File: src/hdl/spl_defs.svh
// Constants for the synthesizer programming latches: latch selects,
// field positions in each 24-bit word, reset values and cycle counts.
// Assumes inclusion by bare name from the package and the main module.
`ifndef SPL_DEFS_SVH
`define SPL_DEFS_SVH

// Serial word
`define SPL_WORD_W          24
`define SPL_WORD_RST        24'h000000

// Latch select in the two low bits
`define SPL_SEL_HI          1
`define SPL_SEL_LO          0
`define SPL_SEL_CTL         2'h0
`define SPL_SEL_REF         2'h1
`define SPL_SEL_FB          2'h2
`define SPL_SEL_TEST        2'h3

// Control word fields
`define SPL_C_PRE_HI        23
`define SPL_C_PRE_LO        22
`define SPL_C_PD_SYNC       21
`define SPL_C_PD_EN         20
`define SPL_C_CUR_B_HI      19
`define SPL_C_CUR_B_LO      17
`define SPL_C_CUR_A_HI      16
`define SPL_C_CUR_A_LO      14
`define SPL_C_PWR_HI        13
`define SPL_C_PWR_LO        12
`define SPL_C_MUTE          11
`define SPL_C_GAIN          10
`define SPL_C_TRI           9
`define SPL_C_POL           8
`define SPL_C_MON_HI        7
`define SPL_C_MON_LO        5
`define SPL_C_CRST          4
`define SPL_C_CORE_HI       3
`define SPL_C_CORE_LO       2

// Feedback divider word fields
`define SPL_N_HSRC          23
`define SPL_N_HALF          22
`define SPL_N_GAIN          21
`define SPL_N_MAIN_HI       20
`define SPL_N_MAIN_LO       8
`define SPL_N_SPARE         7
`define SPL_N_SWAL_HI       6
`define SPL_N_SWAL_LO       2

// Reference divider word fields
`define SPL_R_BSC_HI        21
`define SPL_R_BSC_LO        20
`define SPL_R_TEST          19
`define SPL_R_LDP           18
`define SPL_R_ABP_HI        17
`define SPL_R_ABP_LO        16
`define SPL_R_DIV_HI        15
`define SPL_R_DIV_LO        2

// Counts: lock in reference-divider output cycles, band search in band clock ticks
`define SPL_LOCK_CYC_FINE   3'd5
`define SPL_LOCK_CYC_COARSE 3'd3
`define SPL_BAND_CYC        3'd5
`define SPL_GAIN_RST        1'b0

`endif

File: src/hdl/spl_pkg.sv
// Types for the synthesizer programming latches.
// Assumes spl_defs.svh is on the include path.
`include "spl_defs.svh"

package spl_pkg;

   typedef struct packed
   {
      logic sclk;
      logic sdata;
      logic load_strobe;
      logic chip_enable;
      logic ref_in;
      logic fb_in;
   } spl_pins_t;

   typedef struct packed
   {
      spl_pins_t meta;
      spl_pins_t stable;
   } spl_sync_st_t;

   typedef struct packed
   {
      logic [2:0] good_cnt;
      logic       locked;
   } spl_lock_st_t;

   typedef struct packed
   {
      spl_pins_t  prev;
      logic [23:0] shreg;
      logic [23:0] ctl_w;
      logic [23:0] fb_w;
      logic [23:0] ref_w;
      logic        pump_gain;
      logic        pd_latched;
      logic        pd_pend;
      logic        pd_first;
      logic        powered_down;
      logic        held;
      logic [13:0] r_cnt;
      logic        r_tick;
      logic [12:0] b_cnt;
      logic [4:0]  a_cnt;
      logic        mod_high;
      logic        n_tick;
      logic [2:0]  bs_div;
      logic        band_tick;
      logic        bs_active;
      logic [2:0]  bs_cnt;
      logic [2:0]  pump_current;
      logic        pump_tristate;
      logic        rf_enable;
      logic        ref_buf_enable;
   } spl_core_st_t;

endpackage

File: src/hdl/spl_sync.sv
// Two-stage synchroniser for every pin of the serial port and the
// divider inputs. Assumes the pins are asynchronous to sys_clk.
`timescale 1ns/10ps

module spl_sync
   import spl_pkg::*;
(
   // Clock and reset
   input  wire logic      sys_clk,
   input  wire logic      sys_rst,
   // Pins in, synchronised copy out
   input  wire spl_pins_t pins_async,
   output spl_pins_t      pins_sync
);

   spl_sync_st_t s;
   spl_sync_st_t next_s;

   always_comb
   begin
      next_s        = s;
      next_s.meta   = pins_async;
      next_s.stable = s.meta;
   end

   always_ff @(posedge sys_clk)
   begin
      if (sys_rst)
         s <= '0;
      else
         s <= next_s;
   end

   assign pins_sync = s.stable;

endmodule

File: src/hdl/spl_lock_detect.sv
// Digital lock detect: counts reference cycles with a small phase error,
// drops lock on one cycle with a large error.
// Assumes phase_small / phase_large are judged by same-clock logic and
// are valid in the cycle that pd_cycle pulses.
`timescale 1ns/10ps
`include "spl_defs.svh"

module spl_lock_detect
   import spl_pkg::*;
(
   // Clock and reset
   input  wire logic sys_clk,
   input  wire logic sys_rst,
   // Control
   input  wire logic clear,
   input  wire logic precision,
   // Phase detector results
   input  wire logic pd_cycle,
   input  wire logic phase_small,
   input  wire logic phase_large,
   // Result
   output logic      locked
);

   spl_lock_st_t s;
   spl_lock_st_t next_s;
   logic [2:0]   target;

   always_comb
   begin
      next_s = s;
      target = precision ? `SPL_LOCK_CYC_FINE : `SPL_LOCK_CYC_COARSE;
      if (clear)
      begin
         next_s = '0;
      end
      else if (pd_cycle)
      begin
         if (s.locked)
         begin
            if (phase_large)
            begin
               next_s.locked   = 1'b0;
               next_s.good_cnt = 3'h0;
            end
         end
         else if (phase_small)
         begin
            next_s.good_cnt = s.good_cnt + 3'h1;
            if (s.good_cnt + 3'h1 >= target)
               next_s.locked = 1'b1;
         end
         else
         begin
            next_s.good_cnt = 3'h0;
         end
      end
   end

   always_ff @(posedge sys_clk)
   begin
      if (sys_rst)
         s <= '0;
      else
         s <= next_s;
   end

   assign locked = s.locked;

endmodule

File: src/hdl/spl_program_latches.sv
// Programming latches of an integer-N synthesizer: serial input register,
// control / feedback / reference words, power-down, dividers, band select.
// Assumes serial pins, chip enable and divider inputs are asynchronous;
// phase error flags come from same-clock analog measurement logic.
`timescale 1ns/10ps
`include "spl_defs.svh"

module spl_program_latches
   import spl_pkg::*;
(
   // Clock and reset
   input  wire logic       sys_clk,
   input  wire logic       sys_rst,
   // Serial port and chip enable pins
   input  wire logic       sclk,
   input  wire logic       sdata,
   input  wire logic       load_strobe,
   input  wire logic       chip_enable,
   // Divider inputs: reference oscillator and prescaler output
   input  wire logic       ref_in,
   input  wire logic       fb_in,
   // Phase error flags per detector cycle
   input  wire logic       phase_small,
   input  wire logic       phase_large,
   // Charge pump and detector
   output logic [2:0]      pump_current,
   output logic            pump_tristate,
   output logic            detector_polarity,
   output logic [1:0]      antibacklash_width,
   // Dividers
   output logic [1:0]      prescaler_sel,
   output logic            prescaler_mod_high,
   output logic            ref_div_tick,
   output logic            fb_div_tick,
   output logic            counters_held,
   // Output stage and analog settings
   output logic            output_halving,
   output logic            halving_source,
   output logic [1:0]      output_power,
   output logic [1:0]      core_current,
   output logic [2:0]      monitor_select,
   output logic            rf_output_enable,
   output logic            ref_buffer_enable,
   // Status
   output logic            powered_down,
   output logic            lock_detect,
   output logic            band_select_active,
   output logic            band_clock_tick
);

   spl_pins_t    pins_raw;
   spl_pins_t    pins;
   spl_core_st_t s;
   spl_core_st_t next_s;
   logic         locked;
   logic [12:0]  main_val;
   logic [4:0]   swal_val;
   logic [13:0]  ref_val;
   logic [2:0]   band_last;
   logic         sclk_rise;
   logic         le_rise;
   logic         ref_rise;
   logic         fb_rise;

   assign pins_raw = '{sclk:        sclk,
                       sdata:       sdata,
                       load_strobe: load_strobe,
                       chip_enable: chip_enable,
                       ref_in:      ref_in,
                       fb_in:       fb_in};

   spl_sync u_sync
   (
      .sys_clk    (sys_clk),
      .sys_rst    (sys_rst),
      .pins_async (pins_raw),
      .pins_sync  (pins)
   );

   // Lock detector runs on reference-divider ticks as detector cycles
   spl_lock_detect u_lock
   (
      .sys_clk     (sys_clk),
      .sys_rst     (sys_rst),
      .clear       (s.powered_down),
      .precision   (s.ref_w[`SPL_R_LDP]),
      .pd_cycle    (s.r_tick),
      .phase_small (phase_small),
      .phase_large (phase_large),
      .locked      (locked)
   );

   always_comb
   begin
      next_s    = s;
      sclk_rise = pins.sclk & ~s.prev.sclk;
      le_rise   = pins.load_strobe & ~s.prev.load_strobe;
      ref_rise  = pins.ref_in & ~s.prev.ref_in;
      fb_rise   = pins.fb_in & ~s.prev.fb_in;
      next_s.prev = pins;

      // Shifting never depends on power-down state
      if (sclk_rise)
         next_s.shreg = {s.shreg[22:0], pins.sdata};

      if (le_rise)
      begin
         case (s.shreg[`SPL_SEL_HI:`SPL_SEL_LO])
            `SPL_SEL_CTL:
            begin
               next_s.ctl_w     = s.shreg;
               next_s.pump_gain = s.shreg[`SPL_C_GAIN];
               if (!s.shreg[`SPL_C_PD_EN])
               begin
                  next_s.pd_latched = 1'b0;
                  next_s.pd_pend    = 1'b0;
               end
               else if (!s.shreg[`SPL_C_PD_SYNC])
               begin
                  next_s.pd_latched = 1'b1;
                  next_s.pd_pend    = 1'b0;
               end
               else
               begin
                  next_s.pd_pend  = 1'b1;
                  next_s.pd_first = 1'b0;
               end
            end
            `SPL_SEL_FB:
            begin
               next_s.fb_w      = s.shreg;
               next_s.pump_gain = s.shreg[`SPL_N_GAIN];
               next_s.bs_active = 1'b1;
               next_s.bs_cnt    = 3'h0;
            end
            `SPL_SEL_REF:
               next_s.ref_w = s.shreg;
            // Factory test latch is not implemented, its word is dropped
            `SPL_SEL_TEST:
               next_s.ctl_w = s.ctl_w;
            default:
               next_s.ctl_w = s.ctl_w;
         endcase
      end

      // Synchronous power-down waits for the second reference tick
      if (s.pd_pend && s.r_tick && !le_rise)
      begin
         if (s.pd_first)
         begin
            next_s.pd_latched = 1'b1;
            next_s.pd_pend    = 1'b0;
         end
         else
            next_s.pd_first = 1'b1;
      end

      next_s.powered_down = ~pins.chip_enable | next_s.pd_latched;
      next_s.held = s.powered_down | s.ctl_w[`SPL_C_CRST];

      // Reference divider; zero behaves as one
      ref_val = s.ref_w[`SPL_R_DIV_HI:`SPL_R_DIV_LO];
      next_s.r_tick = 1'b0;
      if (s.held)
         next_s.r_cnt = 14'h0000;
      else if (ref_rise)
      begin
         if ({1'b0, s.r_cnt} + 15'h0001 >= {1'b0, ref_val})
         begin
            next_s.r_cnt  = 14'h0000;
            next_s.r_tick = 1'b1;
         end
         else
            next_s.r_cnt = s.r_cnt + 14'h0001;
      end

      // Pulse swallow: modulus P+1 for the first swallow cycles, P after
      main_val = s.fb_w[`SPL_N_MAIN_HI:`SPL_N_MAIN_LO];
      swal_val = s.fb_w[`SPL_N_SWAL_HI:`SPL_N_SWAL_LO];
      next_s.n_tick = 1'b0;
      if (s.held)
      begin
         next_s.b_cnt = 13'h0000;
         next_s.a_cnt = 5'h00;
      end
      else if (fb_rise)
      begin
         if ({1'b0, s.b_cnt} + 14'h0001 >= {1'b0, main_val})
         begin
            next_s.b_cnt  = 13'h0000;
            next_s.a_cnt  = 5'h00;
            next_s.n_tick = 1'b1;
         end
         else
         begin
            next_s.b_cnt = s.b_cnt + 13'h0001;
            if (s.a_cnt < swal_val)
               next_s.a_cnt = s.a_cnt + 5'h01;
         end
      end
      next_s.mod_high = (next_s.a_cnt < swal_val);

      // Band select clock divider and five-cycle band search
      band_last = (3'h1 << s.ref_w[`SPL_R_BSC_HI:`SPL_R_BSC_LO]) - 3'h1;
      next_s.band_tick = 1'b0;
      if (s.powered_down)
         next_s.bs_div = 3'h0;
      else if (s.r_tick)
      begin
         if (s.bs_div >= band_last)
         begin
            next_s.bs_div    = 3'h0;
            next_s.band_tick = 1'b1;
         end
         else
            next_s.bs_div = s.bs_div + 3'h1;
      end
      if (s.bs_active && s.band_tick && !(le_rise && next_s.bs_cnt == 3'h0))
      begin
         next_s.bs_cnt = s.bs_cnt + 3'h1;
         if (s.bs_cnt + 3'h1 >= `SPL_BAND_CYC)
            next_s.bs_active = 1'b0;
      end

      // Pump current and output enables
      next_s.pump_current = s.pump_gain ? s.ctl_w[`SPL_C_CUR_B_HI:`SPL_C_CUR_B_LO]
                                        : s.ctl_w[`SPL_C_CUR_A_HI:`SPL_C_CUR_A_LO];
      next_s.pump_tristate  = s.powered_down | s.ctl_w[`SPL_C_TRI];
      next_s.rf_enable      = ~s.powered_down & ~(s.ctl_w[`SPL_C_MUTE] & ~locked);
      next_s.ref_buf_enable = ~s.powered_down;
   end

   always_ff @(posedge sys_clk)
   begin
      if (sys_rst)
      begin
         s           <= '0;
         s.ctl_w     <= `SPL_WORD_RST;
         s.fb_w      <= `SPL_WORD_RST;
         s.ref_w     <= `SPL_WORD_RST;
         s.pump_gain <= `SPL_GAIN_RST;
         s.bs_active <= 1'b1;
      end
      else
         s <= next_s;
   end

   // Outputs come straight from the latched words and registered state
   assign pump_current       = s.pump_current;
   assign pump_tristate      = s.pump_tristate;
   assign detector_polarity  = s.ctl_w[`SPL_C_POL];
   assign antibacklash_width = s.ref_w[`SPL_R_ABP_HI:`SPL_R_ABP_LO];
   assign prescaler_sel      = s.ctl_w[`SPL_C_PRE_HI:`SPL_C_PRE_LO];
   assign prescaler_mod_high = s.mod_high;
   assign ref_div_tick       = s.r_tick;
   assign fb_div_tick        = s.n_tick;
   assign counters_held      = s.held;
   assign output_halving     = s.fb_w[`SPL_N_HALF];
   assign halving_source     = s.fb_w[`SPL_N_HSRC];
   assign output_power       = s.ctl_w[`SPL_C_PWR_HI:`SPL_C_PWR_LO];
   assign core_current       = s.ctl_w[`SPL_C_CORE_HI:`SPL_C_CORE_LO];
   assign monitor_select     = s.ctl_w[`SPL_C_MON_HI:`SPL_C_MON_LO];
   assign rf_output_enable   = s.rf_enable;
   assign ref_buffer_enable  = s.ref_buf_enable;
   assign powered_down       = s.powered_down;
   assign lock_detect        = locked;
   assign band_select_active = s.bs_active;
   assign band_clock_tick    = s.band_tick;

endmodule

File: config.mk
export PLATFORM = sky130hd
export DESIGN_NAME = spl_program_latches
export DESIGN_NICKNAME = d
export VERILOG_FILES = /design/src/hdl/spl_pkg.sv /design/src/hdl/spl_sync.sv /design/src/hdl/spl_lock_detect.sv /design/src/hdl/spl_program_latches.sv
export VERILOG_INCLUDE_DIRS = /design/src /design/src/hdl
export SDC_FILE = /design/constraint.sdc
export NUM_CORES = 1
export LEC_CHECK = 0
export BUFFER_PORTS_ARGS = -buffer_cell sky130_fd_sc_hd__buf_4
export CORE_ASPECT_RATIO = 0.6
export CORE_MARGIN = 8
export CORE_UTILIZATION = 66
export DETAILED_ROUTE_END_ITERATION = 10
export GPL_TIMING_DRIVEN = 0
export HOLD_SLACK_MARGIN = 0.12
export PLACE_DENSITY = 0.85
export SETUP_SLACK_MARGIN = 0.05
export SLEW_MARGIN = 15
export SYNTH_ARGS = -nofsm -noshare
export SYNTH_HDL_FRONTEND = slang
export SYNTH_SLANG_ARGS = --single-unit
File: constraint.sdc
create_clock -name sys_clk -period 10.5 [get_ports sys_clk]
set_input_delay 0.525 -clock sys_clk [delete_from_list [all_inputs] [get_ports sys_clk]]
set_output_delay 0.525 -clock sys_clk [all_outputs]
set_load 0.02 [all_outputs]
======== After elaboration in Yosys (flattened, before gate mapping) ========
Index checks and enable logic that the tools add are counted.
operators by class
  add/sub/neg operators ................... 9
  magnitude comparators ................... 7
  eq/ne operators ......................... 3
  shift-type cells ........................ 1
  multiplexer cells ....................... 31
  bitwise gates (word level) .............. 20
  reduce and logical (&&, ||, !) cells .... 20
operators with widths
  kind                   count
  $mux 3                 7
  $mux 4                 5
  $mux 18                1
  $add 14x1->15 const B  1
  $ge 15x14->1           1
  $mux 5                 3
  $add 13x1->14 const B  1
  $add 14x1->14 const B  1
  $ge 14x13->1           1
  $mux 14                1
  $add 13x1->13 const B  1
  $mux 1                 11
  $not 1->1              11
  $lt 5x5->1             2
  $reduce_and 2->1       5
  $add 3x1->3 const B    3
  $reduce_or 3->1        3
  $and 1x1->1            6
  $ge 3x3->1             2
  $add 5x1->5 const B    1
  $logic_and 1x1->1      5
  $mux 2                 2
  $reduce_or 2->1        2
  $ge 3x3->1 const B     1
  11 further kinds       14
word-level totals
  bits in registers ....................... 171
  input bits .............................. 10
  output and inout bits ................... 28
  word-level logic and storage cells ...... 133

======== Depth between registers and ports, before layout ========
  word-level depth ........................ 8
  mapped depth ............................ 17
  depth with buffers taken out ............ 16

======== By module ========
From an unflattened synthesis, not the netlist that was laid out.
unflattened totals
  cells, all modules ...................... 889
  area, all modules ....................... 7277.0 µm²
by module, submodules not included
  module               instances  cells each  area each (µm²)
  spl_program_latches  1          834         6653.9
  spl_sync             1          25          366.6
  spl_lock_detect      1          30          256.5

======== Least setup slack after synthesis ========
Ideal clock, no wire load.
  kind .................................... register to register
  from .................................... reg s[21] in the netlist's numbering
  to ...................................... reg s (netlist bit prescaler_mod_high)
  library setup time ...................... 0.060 ns
  arrival ................................. 4.116 ns
  required time ........................... 10.440 ns
  setup slack ............................. 6.324 ns
  cell stages (with the launch flop) ...... 18
  buffers on the path ..................... 1
  path through ............................ dfxtp_1 > ha_1 > nand4_1 > nor3_1 > nand2_1 > xnor2_1 > ha_1 > nand4_1 > a21oi_1 > nor3_1 > a31oi_4 > buf_6 > nor3_1 > ha_1 > a21o_1 > a21o_1 > a2111oi_0 > o41a_1
RTL lines
  item                    RTL line                    source
  from (decl)             spl_program_latches.sv:53   spl_core_st_t s;
  from (signal assigned)  spl_program_latches.sv:245  s <= next_s;

==> impl_metrics.ini <==
[floorplan]
core_region_area_um2 = 11100
rows = 30
floorplan.initialDensity_pct = 66.5
floorplan.die_area_um2 = 15000
top_level_i_o_count = 38
die_width_um = 153
floorplan.die.height_um = 98.0

[critical_path]
critPathTopFamily = simple AND/OR/NAND/NOR gates
start_kind = flop
crit_chain = ha_1, nand4_1, nor3_1, nand2_1, xnor2_1, ha_1, nand4_1, a21oi_1, nor3_1, a31oi_4, buf_6, nor3_1, ha_1, a21o_1, a21o_1, a2111oi_0, o41a_1
end_kind = flop
critical_path_class = flop to flop
crit_path_max_fanout = 10
arrival_ns = 5.58
reg2regPathDepth = 17
timing.critical_path.required_ns = 10.87
cp_num_buf_inv = 1
crit_path_cell_count = 17
crit_path_top_delay_cell = nor3_1
timing.critical_path.slowest_cell_delay_ns = 0.89

[final_layout]
layout-drive-gt1-share_pct = 10.5
most_used_cells_in_the_layout_excluding_fill_and_tap_cells = nand2_1 (214), dfxtp_1 (157), a21oi_1 (126)
final_common_cell = nand2_1
nNetsFinal = 1027
flow.area_growth_from_synthesis_pct = 14.0
n_antenna_cell = 0

[detailed_routing]
route.antenna.remaining_nets = 0
drt-pass1-iter-count = 6
routed_wire_length_per_instance_um = 16.4
detail_route.vias_per_cell = 5.92
via_count = 6668
routed_wirelength_um = 18400
first_iter_violations = 651
remaining_drc_errors = 0

[synthesis]
yosysSeqAreaShare_pct = 42.5
syn_inst = 915
synth_fp_nets = 972
synthesis.area_per_instance_um2 = 8.08
synthArstFlopShare_pct = 0
syn-cell-area_um2 = 7390
synth.area.top_cells = dfxtp_1 (43%), nand2_1 (11%), a21oi_1 (8.5%)
post_synth_top_area_share_pct = 42.5
synth.ff_latch_count = 157
ys_types = 58
synth_enable_flop_cells = 0
ys_dominant_reg_cell = dfxtp_1
yosysWarnings = 0
netlist.top_cell.by_area = dfxtp_1

[cts]
tritoncts.num_buffers = 17
hold_buffer_count_at_cts = 0
cts_resized = 0
root_buffer = clkbuf_16
postCtsSetupRepairBufs = 0
worstSkewPairLatency_ns = 0.43
h_tree_lvl_count = 4
cts_buffer_depth = 2
clk_pin_slew_ns = 0.07
cts_tree = yes
cts.sinks = 157

[sta]
timing_max_transition_violations_final = 0
rsz0062_at_grt = no
fin_crit_sh_pct = 49.6
max_slew_margin_pct = 25.4
report.final.hold_viol_count = 0
min_tclk_post_route_ns = 5.21
timing.final.ws_setup_ns = 5.29
fin_setup_tns_ns = 0
clock_skew_ns = 0.00971
tightestPinTransition_ns = 1.11
finalSetupViolCount = 0
max_clock_freq_mhz = 192

[flow_run]
max-cap-violations = 0

[placement]
post-dp-hpwl_um = 12800
gp_congestion = 0.920
place.port_buffers = 36
placement.setup.worst_slack_ns = 5.46

[pwr]
power.ir.vdd_worst_mv = 0.156
p_per_area_nw_per_um2 = 149
power_leakage_nw = 3.11

[run_status]
run_status = finished clean

[grt]
grt_overflow_total = 0
number_of_antenna_violations_at_the_first_check_in_global_routing = 0
grt_start_max_net_pins = 17
grt_pass1_wl_um = 30900
grt_use_total_pct = 25.1
grt_pass1_vias = 6380

[worst_hold_path]
min_delay_path_depth = 2
worst_hold_path_type = input port to flop
## per-stage QoR
| stage | total power, mW | util [%] | hold slack, ns | instances | cell area (µm²) |
|---|---|---|---|---|---|
| 3_5_place_dp | 0.657 | 70.6 | 0.422 | 1095 | 7840 |
| 6_report | 1.26 | 75.9 | 0.305 | 1127 | 8430 |
| 5_1_grt | 1.29 | 75.9 | 0.304 | 1127 | 8430 |
| 3_3_place_gp | 0.656 | 70.6 | 0.410 | 1095 | 7840 |
| 4_1_cts | 1.26 | 75.9 | 0.302 | 1127 | 8430 |
| 2_1_floorplan | 0.641 | - | 0.399 | 915 | 7390 |
## cell families after synthesis
| kind of cell | synth area share [%] |
|---|---|
| AOI/OAI and AO/OA | 13.4 |
| xor gates and xnor gates | 4.74 |
| adders and majority gates | 7.95 |
| buffers and inverters | 6.46 |
| DFF | 42.5 |
| muxes | 1.10 |
| and+or+nand+nor | 23.8 |
## path summary, 6_finish.rpt
path	startpoint	end	slack (ns)
worst max-delay path	s[21]$_SDFFE_PP0P_	prescaler_mod_high$_SDFF_PP0_	5.29
worst min-delay path	sclk	u_sync.next_s[5]$_SDFF_PP0_	0.30
worst max register to register	s[21]$_SDFFE_PP0P_	prescaler_mod_high$_SDFF_PP0_	5.29
worst min register to register	u_sync.pins_sync[2]$_SDFF_PP0_	powered_down$_SDFF_PP0_	0.43
## Yosys cell counts, types with 6 or more instances
master and n:
nand2_1 214, dfxtp_1 157, a21oi_1 126, ha_1 47, inv_1 43, clkbuf_1 37, nor2_1 34, nor2b_1 26
nand3_1 24, nor3_1 23, nand4_1 21, xnor2_1 20, xor2_1 20, buf_4 15, o21ai_0 10, a211oi_1 7
mux2i_1 7, nand2b_1 7, buf_1 6, o211ai_1 6
## worst register-to-register path, stage by stage, from the launching register on
cell and delay, ns:
dfxtp_1 0.45, ha_1 0.28, nand4_1 0.21, nor3_1 0.57
nand2_1 0.18, xnor2_1 0.17, ha_1 0.29, nand4_1 0.13
a21oi_1 0.07, nor3_1 0.89, a31oi_4 0.17, buf_6 0.20
nor3_1 0.21, ha_1 0.30, a21o_1 0.18, a21o_1 0.17
a2111oi_0 0.46, o41a_1 0.22
## state kept, by name (all words and copies together) (netlist names), 2 cells and up
register / count
antibacklash_width: 2
core_current: 2
main_val: 13
monitor_select: 3
output_power: 2
prescaler_sel: 2
pump_current: 3
ref_val: 14
s: 87
u_lock.s: 3
u_sync.next_s: 6
u_sync.pins_sync: 6
## final cells by class
| class | count | area (µm²) |
|---|---|---|
| plain buffers | 64 | 317 |
| clock buffers | 18 | 439 |
| clock inverters | 14 | 146 |
| fillers | 804 | 2680 |
| inverters | 43 | 161 |
| multi-input cells | 651 | 3770 |
| flip-flops and latches | 157 | 3140 |
| well taps | 144 | 180 |
| repair buffers | 36 | 270 |
## routing by layer
layer / share of wire [%] / routed length (µm) / up-vias / GRT usage (%)
li1: - / - / 3194 / -
met1: 46 / 8400 / 3125 / 33.3
met2: 43 / 7890 / 308 / 39.1
met3: 9.7 / 1780 / 41 / 6.61
met4: 2.0 / 366 / 0 / 8.32
met5: 0 / 0 / - / 0
## power by group
group          switching, mW  leakage (nW)  internal [mW]
Combinational         0.0298          1.55         0.0120
Clock                  0.273         0.283          0.342
Sequential           0.00290          1.27          0.600
Note: power is estimated with default switching activity, not from simulation.
